[config.mk]
export PLATFORM = sky130hd
export DESIGN_NAME = dpsd_top
export DESIGN_NICKNAME = d
export VERILOG_FILES = /design/src/pkg/dpsd_pkg.sv /design/src/rtl/dpsd_top.sv
export SDC_FILE = /design/constraint.sdc
export NUM_CORES = 1
export LEC_CHECK = 0
export BUFFER_PORTS_ARGS = -buffer_cell sky130_fd_sc_hd__buf_2
export CAP_MARGIN = 20
export CORE_AREA = 2 2 182 273
export CTS_BUF_LIST = sky130_fd_sc_hd__clkbuf_4
export DETAILED_ROUTE_END_ITERATION = 12
export DIE_AREA = 0 0 184 275
export PLACE_DENSITY = 0.46
export SETUP_SLACK_MARGIN = 0.15
export SYNTH_ARGS = -nofsm -noshare
export SYNTH_HDL_FRONTEND = slang
export SYNTH_SLANG_ARGS = --single-unit
[constraint.sdc]
create_clock -name clock -period 10.5 [get_ports clock]
set_clock_uncertainty 0.05 [all_clocks]
set_input_delay 2.1 -clock clock [delete_from_list [all_inputs] [get_ports clock]]
set_output_delay 2.1 -clock clock [all_outputs]
set_load 0.005 [all_outputs]
[src/pkg/dpsd_pkg.sv]
// Constants and types for the drive panel status display
`default_nettype none
package dpsd_pkg;
	localparam int CLK_KHZ  = 200000;
	localparam int LONG_MS  = 1000;
	localparam int CONF_MS  = 2000;
	localparam int ANIM_MS  = 100;
	localparam int LONG_CYC = LONG_MS * CLK_KHZ;
	localparam int CONF_CYC = CONF_MS * CLK_KHZ;
	localparam int ANIM_CYC = ANIM_MS * CLK_KHZ;
	localparam int NKEY     = 4;
	localparam int K_MODE   = 0;
	localparam int K_WR     = 1;
	localparam int K_ADD    = 2;
	localparam int K_SUB    = 3;
	localparam logic [3:0] CODE_CTRL  = 4'h0;
	localparam logic [3:0] CODE_MAIN  = 4'h2;
	localparam logic [3:0] CODE_SETUP = 4'h4;
	localparam logic [3:0] CODE_SERVO = 4'h8;
	localparam logic [3:0] CODE_POLE  = 4'h9;
	localparam logic [2:0] GLYPH_LAST = 3'h6;
	localparam logic [2:0] KIND_NORM  = 3'h0;
	localparam logic [2:0] KIND_OTCW  = 3'h1;
	localparam logic [2:0] KIND_OTCCW = 3'h2;
	localparam logic [2:0] KIND_REGEN = 3'h3;
	localparam logic [2:0] KIND_OVLD  = 3'h4;
	localparam logic [2:0] KIND_ALARM = 3'h5;
	localparam logic [7:0] ADR_IRQ_STAT = 8'h00;
	localparam logic [7:0] ADR_IRQ_MASK = 8'h04;
	localparam logic [7:0] ADR_DISP     = 8'h08;
	localparam logic [7:0] ADR_CTRL     = 8'h0C;
	localparam logic [7:0] ADR_VERSION  = 8'h10;
	localparam int IRQ_ALARM = 0;
	localparam int IRQ_WARN  = 1;
	localparam int IRQ_RSTOK = 2;
	localparam int IRQ_RSTNO = 3;
	localparam int NIRQ      = 4;
	localparam int CTRL_KEYEN = 0;
	localparam logic [3:0]  RST_MASK    = 4'h0;
	localparam logic [1:0]  RST_CTRL    = 2'h1;
	localparam logic [15:0] RST_VERSION = 16'h0000;
	localparam logic [1:0]  RESP_OK  = 2'h0;
	localparam logic [1:0]  RESP_ERR = 2'h2;
	typedef enum logic [4:0] {
		SC_STAT = 5'h01,
		SC_RST  = 5'h02,
		SC_CONF = 5'h04,
		SC_INFO = 5'h08,
		SC_VER  = 5'h10
	} dpsd_screen_t;
	typedef struct packed {
		logic ctrl_pwr;
		logic rdy;
		logic main_pwr;
		logic prep_done;
		logic pole_rdy;
		logic pole_busy;
		logic setup_done;
		logic servo_on;
		logic ot_cw;
		logic ot_ccw;
		logic regen_warn;
		logic ovld_warn;
		logic alarm;
		logic alarm_pwr_cycle;
	} dpsd_flags_t;
	typedef struct packed {
		dpsd_screen_t screen;
		logic [2:0]   kind;
		logic [3:0]   code;
		logic [7:0]   alarm_code;
		logic [2:0]   glyph;
		logic         blink;
		logic [15:0]  version;
	} dpsd_disp_t;
endpackage : dpsd_pkg
`default_nettype wire

[src/rtl/dpsd_top.sv]
// Panel status display: keys, screens, animation and AXI4-Lite registers
//
// The address map and register access over AXI4-Lite were decided locally.
`default_nettype none
module dpsd_top
	import dpsd_pkg::*;
#(
	parameter int LONG_C = LONG_CYC,
	parameter int CONF_C = CONF_CYC,
	parameter int ANIM_C = ANIM_CYC
) (
	// Clock and reset
	input  wire  logic              clock,
	input  wire  logic              reset,
	// Front panel keys, high while pressed
	input  wire  logic [NKEY-1:0]   key_press,
	// Drive state
	input  wire  dpsd_flags_t       flags,
	input  wire  logic [7:0]        alarm_code,
	// Display, drive request and interrupt
	output var   dpsd_disp_t        disp,
	output logic                    alarm_reset_req,
	output logic                    irq,
	// AXI4-Lite slave
	input  wire  logic [7:0]        s_awaddr,
	input  wire  logic              s_awvalid,
	output logic                    s_awready,
	input  wire  logic [31:0]       s_wdata,
	input  wire  logic [3:0]        s_wstrb,
	input  wire  logic              s_wvalid,
	output logic                    s_wready,
	output logic [1:0]              s_bresp,
	output logic                    s_bvalid,
	input  wire  logic              s_bready,
	input  wire  logic [7:0]        s_araddr,
	input  wire  logic              s_arvalid,
	output logic                    s_arready,
	output logic [31:0]             s_rdata,
	output logic [1:0]              s_rresp,
	output logic                    s_rvalid,
	input  wire  logic              s_rready
);
	localparam logic [31:0] LONG_M1 = 32'(LONG_C - 1);
	localparam logic [31:0] CONF_M1 = 32'(CONF_C - 1);
	localparam logic [31:0] ANIM_M1 = 32'(ANIM_C - 1);

	// {animate, blink, code} for the drive state
	function automatic logic [5:0] stat_f(input dpsd_flags_t f);
		if (f.servo_on)
			return {2'b10, CODE_SERVO};
		else if (f.pole_busy)
			return {2'b10, CODE_POLE};
		else if (f.main_pwr && f.pole_rdy)
			return {2'b01, CODE_POLE};
		else if (f.setup_done)
			return {2'b00, CODE_SETUP};
		else if (f.main_pwr && !f.prep_done)
			return {2'b00, CODE_MAIN};
		return {2'b00, CODE_CTRL};
	endfunction : stat_f

	// Key synchronisers and hold counters
	logic        ks1_r [NKEY];
	logic        ks2_r [NKEY];
	logic        ks3_r [NKEY];
	logic        kst_r [NKEY];
	logic        kst_nxt [NKEY];
	logic        klg_r [NKEY];
	logic        klg_nxt [NKEY];
	logic [31:0] kh_r [NKEY];
	logic [31:0] kh_nxt [NKEY];
	logic [NKEY-1:0] k_long;
	logic [NKEY-1:0] k_short;
	logic        keys_en;

	for (genvar i = 0; i < NKEY; i++) begin : g_key
		always_comb begin
			kst_nxt[i] = kst_r[i];
			klg_nxt[i] = klg_r[i];
			kh_nxt[i]  = kh_r[i];
			k_long[i]  = 1'b0;
			k_short[i] = 1'b0;
			if (ks2_r[i] == ks3_r[i])
				kst_nxt[i] = ks3_r[i];
			if (kst_r[i]) begin
				if (!klg_r[i] && kh_r[i] == LONG_M1) begin
					k_long[i]  = keys_en;
					klg_nxt[i] = 1'b1;
				end else if (!klg_r[i]) begin
					kh_nxt[i] = kh_r[i] + 32'h1;
				end
				if (!kst_nxt[i])
					k_short[i] = keys_en && !klg_r[i];
			end else begin
				kh_nxt[i]  = 32'h0;
				klg_nxt[i] = 1'b0;
			end
		end
		always_ff @(posedge clock or posedge reset) begin
			if (reset) begin
				ks1_r[i] <= 1'b0;
				ks2_r[i] <= 1'b0;
				ks3_r[i] <= 1'b0;
				kst_r[i] <= 1'b0;
				klg_r[i] <= 1'b0;
				kh_r[i]  <= 32'h0;
			end else begin
				ks1_r[i] <= key_press[i];
				ks2_r[i] <= ks1_r[i];
				ks3_r[i] <= ks2_r[i];
				kst_r[i] <= kst_nxt[i];
				klg_r[i] <= klg_nxt[i];
				kh_r[i]  <= kh_nxt[i];
			end
		end
	end

	// Screens, animation and display
	dpsd_screen_t scr_r, scr_nxt;
	dpsd_disp_t   disp_r, disp_nxt;
	logic [31:0]  tmr_r, tmr_nxt;
	logic [31:0]  anim_r, anim_nxt;
	logic [3:0]   acode_r, acode_nxt;
	logic         alm_d_r, alm_d_nxt;
	logic         req_r, req_nxt;
	logic         ev_rstok, ev_rstno, ev_alarm, ev_warn;
	logic         warn_d_r, warn_d_nxt;
	logic         anim_on_r, anim_on_nxt;
	logic [5:0]   st;
	logic [15:0]  ver_r;

	always_comb begin
		scr_nxt    = scr_r;
		tmr_nxt    = tmr_r;
		anim_nxt   = (anim_r == ANIM_M1) ? 32'h0 : anim_r + 32'h1;
		acode_nxt  = acode_r;
		alm_d_nxt  = flags.alarm;
		warn_d_nxt = flags.regen_warn | flags.ovld_warn;
		req_nxt    = 1'b0;
		ev_rstok   = 1'b0;
		ev_rstno   = 1'b0;
		ev_alarm   = flags.alarm && !alm_d_r;
		ev_warn    = warn_d_nxt && !warn_d_r;
		st         = stat_f(flags);
		anim_on_nxt = st[5];
		if (ev_alarm)
			acode_nxt = disp_r.code;
		unique case (scr_r)
			SC_STAT: begin
				if (k_long[K_SUB])
					scr_nxt = SC_INFO;
				else if (flags.alarm && k_long[K_MODE])
					scr_nxt = SC_RST;
			end
			SC_RST: begin
				if (k_long[K_WR]) begin
					if (flags.alarm_pwr_cycle) begin
						ev_rstno = 1'b1;
						scr_nxt  = SC_STAT;
					end else begin
						ev_rstok = 1'b1;
						req_nxt  = 1'b1;
						tmr_nxt  = 32'h0;
						scr_nxt  = SC_CONF;
					end
				end else if (k_short[K_MODE]) begin
					scr_nxt = SC_STAT;
				end
			end
			SC_CONF: begin
				tmr_nxt = tmr_r + 32'h1;
				if (tmr_r == CONF_M1)
					scr_nxt = SC_STAT;
			end
			SC_INFO: begin
				if (k_long[K_WR])
					scr_nxt = SC_VER;
				else if (k_short[K_MODE])
					scr_nxt = SC_STAT;
			end
			SC_VER: begin
				if (k_short[K_MODE])
					scr_nxt = SC_INFO;
			end
		endcase
		disp_nxt            = disp_r;
		disp_nxt.screen     = scr_nxt;
		disp_nxt.version    = ver_r;
		disp_nxt.alarm_code = alarm_code;
		disp_nxt.blink      = st[4];
		disp_nxt.code       = flags.alarm ? acode_nxt : st[3:0];
		// Initial glyph on every start of an animation
		if (!st[5] || !anim_on_r || st[3:0] != disp_r.code)
			disp_nxt.glyph = 3'h0;
		else if (anim_r == ANIM_M1)
			disp_nxt.glyph = (disp_r.glyph == GLYPH_LAST) ? 3'h1 : disp_r.glyph + 3'h1;
		if (flags.alarm)
			disp_nxt.kind = KIND_ALARM;
		else if (flags.ot_cw)
			disp_nxt.kind = KIND_OTCW;
		else if (flags.ot_ccw)
			disp_nxt.kind = KIND_OTCCW;
		else if (flags.regen_warn)
			disp_nxt.kind = KIND_REGEN;
		else if (flags.ovld_warn)
			disp_nxt.kind = KIND_OVLD;
		else
			disp_nxt.kind = KIND_NORM;
	end

	always_ff @(posedge clock or posedge reset) begin
		if (reset) begin
			scr_r    <= SC_STAT;
			disp_r   <= '{screen: SC_STAT, default: '0};
			tmr_r    <= 32'h0;
			anim_r   <= 32'h0;
			acode_r  <= 4'h0;
			alm_d_r  <= 1'b0;
			warn_d_r <= 1'b0;
			anim_on_r <= 1'b0;
			req_r    <= 1'b0;
		end else begin
			scr_r    <= scr_nxt;
			disp_r   <= disp_nxt;
			tmr_r    <= tmr_nxt;
			anim_r   <= anim_nxt;
			acode_r  <= acode_nxt;
			alm_d_r  <= alm_d_nxt;
			warn_d_r <= warn_d_nxt;
			anim_on_r <= anim_on_nxt;
			req_r    <= req_nxt;
		end
	end

	// Register file and bus slave
	logic [NIRQ-1:0] ist_r, ist_nxt, msk_r, msk_nxt;
	logic [1:0]      ctl_r, ctl_nxt;
	logic [15:0]     ver_nxt;
	logic            irq_r, irq_nxt;
	logic            awr_r, awr_nxt, wr_r, wr_nxt, bv_r, bv_nxt;
	logic            arr_r, arr_nxt, rv_r, rv_nxt;
	logic [7:0]      aw_a_r, aw_a_nxt;
	logic [31:0]     wd_r, wd_nxt, rd_r, rd_nxt;
	logic [3:0]      ws_r, ws_nxt;
	logic [1:0]      br_r, br_nxt, rr_r, rr_nxt;
	logic            do_wr, rd_hs;

	function automatic logic [31:0] wmask_f(input logic [31:0] old, input logic [31:0] d,
	                                        input logic [3:0] s);
		logic [31:0] r;
		r = old;
		for (int b = 0; b < 4; b++)
			if (s[b])
				r[b*8 +: 8] = d[b*8 +: 8];
		return r;
	endfunction : wmask_f

	assign keys_en = ctl_r[CTRL_KEYEN];

	always_comb begin
		awr_nxt  = awr_r;
		wr_nxt   = wr_r;
		bv_nxt   = bv_r;
		br_nxt   = br_r;
		aw_a_nxt = aw_a_r;
		wd_nxt   = wd_r;
		ws_nxt   = ws_r;
		arr_nxt  = arr_r;
		rv_nxt   = rv_r;
		rd_nxt   = rd_r;
		rr_nxt   = rr_r;
		msk_nxt  = msk_r;
		ctl_nxt  = ctl_r;
		ver_nxt  = ver_r;
		ist_nxt  = ist_r;
		if (s_awvalid && awr_r) begin
			awr_nxt  = 1'b0;
			aw_a_nxt = s_awaddr;
		end
		if (s_wvalid && wr_r) begin
			wr_nxt = 1'b0;
			wd_nxt = s_wdata;
			ws_nxt = s_wstrb;
		end
		do_wr = !awr_r && !wr_r && !bv_r;
		if (do_wr) begin
			bv_nxt = 1'b1;
			br_nxt = RESP_OK;
			case (aw_a_r)
				ADR_IRQ_MASK: msk_nxt = NIRQ'(wmask_f(32'(msk_r), wd_r, ws_r));
				ADR_CTRL:     ctl_nxt = 2'(wmask_f(32'(ctl_r), wd_r, ws_r));
				ADR_VERSION:  ver_nxt = 16'(wmask_f(32'(ver_r), wd_r, ws_r));
				ADR_IRQ_STAT, ADR_DISP: br_nxt = RESP_OK;
				default:      br_nxt = RESP_ERR;
			endcase
		end
		if (bv_r && s_bready) begin
			bv_nxt  = 1'b0;
			awr_nxt = 1'b1;
			wr_nxt  = 1'b1;
		end
		rd_hs = s_arvalid && arr_r;
		if (rd_hs) begin
			arr_nxt = 1'b0;
			rv_nxt  = 1'b1;
			rr_nxt  = RESP_OK;
			case (s_araddr)
				ADR_IRQ_STAT: begin
					rd_nxt  = 32'(ist_r);
					ist_nxt = '0;
				end
				ADR_IRQ_MASK: rd_nxt = 32'(msk_r);
				ADR_DISP:     rd_nxt = {disp_r.alarm_code, 3'h0, disp_r.screen,
				                        disp_r.kind, disp_r.blink, disp_r.glyph,
				                        1'b0, acode_r, disp_r.code};
				ADR_CTRL:     rd_nxt = 32'(ctl_r);
				ADR_VERSION:  rd_nxt = 32'(ver_r);
				default: begin
					rd_nxt = 32'h0;
					rr_nxt = RESP_ERR;
				end
			endcase
		end
		if (rv_r && s_rready) begin
			rv_nxt  = 1'b0;
			arr_nxt = 1'b1;
		end
		// Hardware set wins over read clear
		ist_nxt[IRQ_ALARM] = ist_nxt[IRQ_ALARM] | ev_alarm;
		ist_nxt[IRQ_WARN]  = ist_nxt[IRQ_WARN]  | ev_warn;
		ist_nxt[IRQ_RSTOK] = ist_nxt[IRQ_RSTOK] | ev_rstok;
		ist_nxt[IRQ_RSTNO] = ist_nxt[IRQ_RSTNO] | ev_rstno;
		irq_nxt = |(ist_nxt & msk_nxt);
	end

	always_ff @(posedge clock or posedge reset) begin
		if (reset) begin
			awr_r  <= 1'b1;
			wr_r   <= 1'b1;
			bv_r   <= 1'b0;
			br_r   <= RESP_OK;
			aw_a_r <= 8'h00;
			wd_r   <= 32'h0;
			ws_r   <= 4'h0;
			arr_r  <= 1'b1;
			rv_r   <= 1'b0;
			rd_r   <= 32'h0;
			rr_r   <= RESP_OK;
			ist_r  <= '0;
			msk_r  <= RST_MASK;
			ctl_r  <= RST_CTRL;
			ver_r  <= RST_VERSION;
			irq_r  <= 1'b0;
		end else begin
			awr_r  <= awr_nxt;
			wr_r   <= wr_nxt;
			bv_r   <= bv_nxt;
			br_r   <= br_nxt;
			aw_a_r <= aw_a_nxt;
			wd_r   <= wd_nxt;
			ws_r   <= ws_nxt;
			arr_r  <= arr_nxt;
			rv_r   <= rv_nxt;
			rd_r   <= rd_nxt;
			rr_r   <= rr_nxt;
			ist_r  <= ist_nxt;
			msk_r  <= msk_nxt;
			ctl_r  <= ctl_nxt;
			ver_r  <= ver_nxt;
			irq_r  <= irq_nxt;
		end
	end

	assign disp            = disp_r;
	assign alarm_reset_req = req_r;
	assign irq             = irq_r;
	assign s_awready       = awr_r;
	assign s_wready        = wr_r;
	assign s_bvalid        = bv_r;
	assign s_bresp         = br_r;
	assign s_arready       = arr_r;
	assign s_rvalid        = rv_r;
	assign s_rdata         = rd_r;
	assign s_rresp         = rr_r;
endmodule : dpsd_top
`default_nettype wire

; After elaboration in Yosys (flattened, before gate mapping)
; Cells that the tools add are included.
[word_totals]
n_memories = 0
register_bits = 317
out_inout_bits = 83
latch_bits = 0
ram_bits = 0
rom_bits = 0
[op_classes]
div_mod_pow = 0
n_shift = 0
n_mux = 82
order_cmp = 0
addsub = 6
n_eq_ne = 37
reduce_logical = 48
n_bitwise = 6
mul = 0
[ops]
columns = op, count
row1 = $mux 32, 12
row2 = $add 32x1->32 const B, 5
row3 = $pmux 32 s5, 1
row4 = $eq 32x28->1 const B, 3
row5 = $pmux 32 s2, 1
row6 = $mux 1, 36
row7 = $mux 6, 6
row8 = $mux 5, 7
row9 = $eq 32x25->1 const B, 1
row10 = $eq 32x29->1 const B, 1
row11 = $eq 8x4->1 const B, 4
row12 = $mux 4, 7
row13 = $mux 3, 9
row14 = $pmux 5 s5, 1
row15 = $ne 2x2->1 const B, 10
row16 = $eq 8x3->1 const B, 2
row17 = $eq 8x5->1 const B, 2
row18 = $logic_and 1x1->1, 16
row19 = $logic_not 8->1, 2
row20 = $reduce_and 3->1, 5
row21 = $reduce_bool 2->1, 6
row22 = $logic_not 1->1, 11
row23 = $reduce_or 5->1, 2
row24 = $ne 2x1->1 const B, 3
row25 = other kinds (16), 26

; Longest topological paths before layout
[depth]
ltp_word = 12
ltp_mapped = 8

; Worst setup path after synthesis
; Ideal clock, no wire load.
[synth_timing]
kind = input to register
start = input port s_araddr[2]
end = register rd_r[10] (netlist: s_rdata[10])
arrival_ns = 3.477
stages = 6
slack_ns = 6.891
required_ns = 10.367
n_path_buf = 2
path_cell_list = clkbuf_1 nor2b_1 nor3b_1 clkbuf_1 a22oi_1 o21ai_0
[synth_between]
elab_chain_cells = 2
word_cells_on_any_way = 6
cone_classes = eq/ne (4) / mux (1) / reduce/logical (1)
[synth_rtl]
columns = element, line
row1 = "start, declared", dpsd_top.sv:35  ; input wire logic [7:0] s_araddr,
row2 = $eq 8x5->1 (tied with other cells), dpsd_top.sv:307  ; case (s_araddr)
row3 = $pmux 32 s5 (*), dpsd_top.sv:307
row4 = "end signal, assigned", dpsd_top.sv:364  ; rd_r <= rd_nxt;
row5 = "end, declared", dpsd_top.sv:243  ; logic [31:0] wd_r, wd_nxt, rd_r, rd_nxt;
; Every way passes the cells marked *; elsewhere a longest branch is shown, timed or not.
; A chain may end at the register's enable or synchronous reset.

; Final worst setup path
[layout_timing]
start = register disp_r (netlist bit disp[37])
end = output port disp[37] (netlist bit)
[layout_lines]
columns = element, line
row1 = "start, declared", dpsd_top.sv:120  ; dpsd_disp_t disp_r, disp_nxt;
row2 = "start signal, assigned", dpsd_top.sv:224  ; disp_r <= disp_nxt;
row3 = "end, declared", dpsd_top.sv:21  ; output var dpsd_disp_t disp,
; No word-level cell between the ends.

==> run metrics <==
status=complete, no violations; postcts setup bufs=0; CTS max path bufs=3; routed len/inst=~17 um; Fillers=5023; initial antenna violation count=2; post-route minimum period=3760 ps; initial core utilization=29.7%; Buf+Inv Stages, Crit Path=1; share of cells above drive strength 1=23.0%; clk_lat worst skew=770 ps; register bit count reported by yosys=312; Slew Limit Headroom=between 30% and 40%; CTS tree=done; worst path arrival time=1610 ps; die area=50600 um^2; RSZ-0062 raised after global routing=false; Tightest Pin Transition=1010 ps; commonest non-fill, non-tap cell in the layout=dfrtp_1; most frequent cells in the layout=307 x dfrtp_1, 142 x buf_2, 123 x nor2_1; multi-input logic area=6180 um^2; Slew Viols, Final=0; total power=2780 uW; Setup CP Type=flip-flop to primary output; crit-path cells=buf_2; number of cell rows=99; Fmax=0.266 GHz; sequential share of the synthesized area=a little over half; Main synth FF type=dfrtp_1; Final HPWL DP=24800 um; GRT Util Overall=14.7%; GP Congestion=0.758; Period Utilization, post-route=35.9%; Worst VDD drop=~0.079 mV; GRT overflow=0; Max-Cap Viols=0; die width=184 um; P per Cell Area=roughly 170 nW/um^2; Sink Count=312; critical path launch point type=flip-flop; DR vias/cell=~5.0; largest net degree at the start of global routing=153; Area contributors post-synth=dfrtp_1 53%, xor2_1 4.1%, mux2_2 4.1%; fin util=34.9%; Clk pin slew, worst setup/hold paths=around 70 ps; Worst EP required=8350 ps; H-tree lvl count=3; critical path endpoint category=primary output; Synth top area share=53.5%; CP peak stage delay=650 ps; crit path max-delay cell type=dfrtp_1; Core Footprint=between 40000 and 50000 um^2; DRT antenna net count=0; Synth warnings=0; die height=275 um; Final Hold Viols=0; Unique masters post-synth=70; routed vias=~11000; 1st-iter DRT viols=532; Post-synth EDFFs=0; DRT Wirelength=approximately 37000 um; net count reported at finish=1633; setup ws final=between 6000 and 7000 ps; Max FO, Critical Path=13; worst slack at placement=approximately 6100 ps; PostCTS Resize Cnt=0; TNS Setup=0 ps; number of remaining DRC errors=0; post-synth top area cell=dfrtp_1; Syn Inst Count=between 1000 and 1500; Port Buffers=141; Async S/R FF share, synth=100%; delay-heaviest family, CP=flip-flops; Num CTS Buffers=84; final std cells w/o fill=2219; Pleak=0.00735 uW; hold buffer count at CTS=0; FF/Latch Area=7810 um^2; vias in the first global route=between 10000 and 15000; P&R area growth vs syn=17.3%; Post-Syn Area=roughly 14000 um^2; TritonRoute pass-1 iters=4; Mapped Avg Cell Area=~11 um^2; placed insts=2062; final setup fails=0; worst min path class=flip-flop to flip-flop; IO Pins=168; first-pass GRT wire length=59500 um; Root Buffer=clkbuf_4
==> power breakdown <==
group	total [uW]	leakage, uW	internal, uW	switching [uW]
Combinational	237	0.00269	117	120
Clock	1160	0.000674	630	535
Sequential	1380	0.00399	1300	75.8
==> cell usage after synthesis, types with 3 or more instances <==
master / count
mux2i_1: 12
or2_2: 9
nand4_1: 66
a22oi_1: 13
nor2b_1: 4
inv_1: 31
a22o_1: 6
nand3b_1: 4
o21ai_0: 59
dfrtp_1: 307
a21oi_1: 42
buf_2: 6
o211ai_1: 4
nor4_2: 3
nand2_1: 114
nand3_1: 68
nand2b_1: 12
nor3_1: 25
maj3_1: 3
xnor2_1: 40
and3_1: 30
buf_4: 9
or3_1: 18
ha_1: 5
xor2_1: 68
a21o_1: 5
nor2_1: 123
and2_1: 20
clkbuf_1: 42
nor4b_1: 9
o21a_1: 3
o31ai_1: 26
nor4_1: 28
dfstp_2: 5
or4_1: 24
nor3_2: 4
mux2_2: 52
and4_1: 18
==> layer usage <==
| layer | vias up | GRT usage (%) | routed length (um) |
|---|---|---|---|
| li1 | 5321 | - | - |
| met1 | 5455 | 17.5 | 15400 |
| met2 | 192 | 25.6 | 18900 |
| met3 | 65 | 3.59 | 1630 |
| met4 | 0 | 5.89 | 834 |
| met5 | - | 0 | 0 |
==> logic make-up after synthesis <==
kind of cell | after synthesis | share of synthesized area (%)
multiplexers | 66 | 5.23
AND/OR/NAND/NOR | 594 | 22.4
flip-flops | 312 | 54.4
other | 1 | 0.0261
adder cells (fa/ha/maj) | 8 | 0.645
XOR/XNOR | 108 | 6.59
buffers and inverters | 91 | 2.72
AO/OA/AOI/OAI | 180 | 7.99
==> stage by stage <==
stage	cell area [um^2]	hold slack, ps
finish	16900	301
global route	16900	307
CTS	16800	301
detailed placement	15700	287
global placement	15700	285
floorplan	14400	281
==> layout make-up <==
cell class | count | share of cell area [%]
sequential | 312 | 46.4
multi-input combinational | 961 | 36.7
clock buffer | 120 | 5.35
timing repair buffer | 152 | 4.86
tap | 606 | 4.50
clock inverter | 33 | 1.48
inverter | 32 | 0.735
antenna | 3 | 0.0445
==> state kept, by name, summed over array words and instances (netlist names), 3 cells and up <==
name,flops
acode_r,4
anim_r,32
aw_a_r,8
disp,40
ist_r,4
kh_r,96
klg_r,3
ks1_r,3
ks2_r,3
ks3_r,3
kst_r,3
msk_r,4
s_rdata,29
tmr_r,32
ver_r,16
wd_r,16
==> path summary, 6_finish.rpt <==
check	from	end	slack [ps]	cells past startpoint
min	ks1_r[3]$_DFF_PP0_	ks2_r[3]$_DFF_PP0_	300	0
min in group asynchronous	reset	wd_r[14]$_DFFE_PP0P_	1390	2
max	disp[37]$_DFFE_PP0P_	disp[37]	6740	1
max in group asynchronous	reset	kh_r[86]$_DFFE_PP0P_	7600	3
min reg2reg	ks1_r[3]$_DFF_PP0_	ks2_r[3]$_DFF_PP0_	300	0
max reg2reg	kst_r[0]$_DFFE_PP0N_	kh_r[0]$_DFFE_PP0P_	7610	5
No activity file was read; power rests on OpenSTA's default activity.
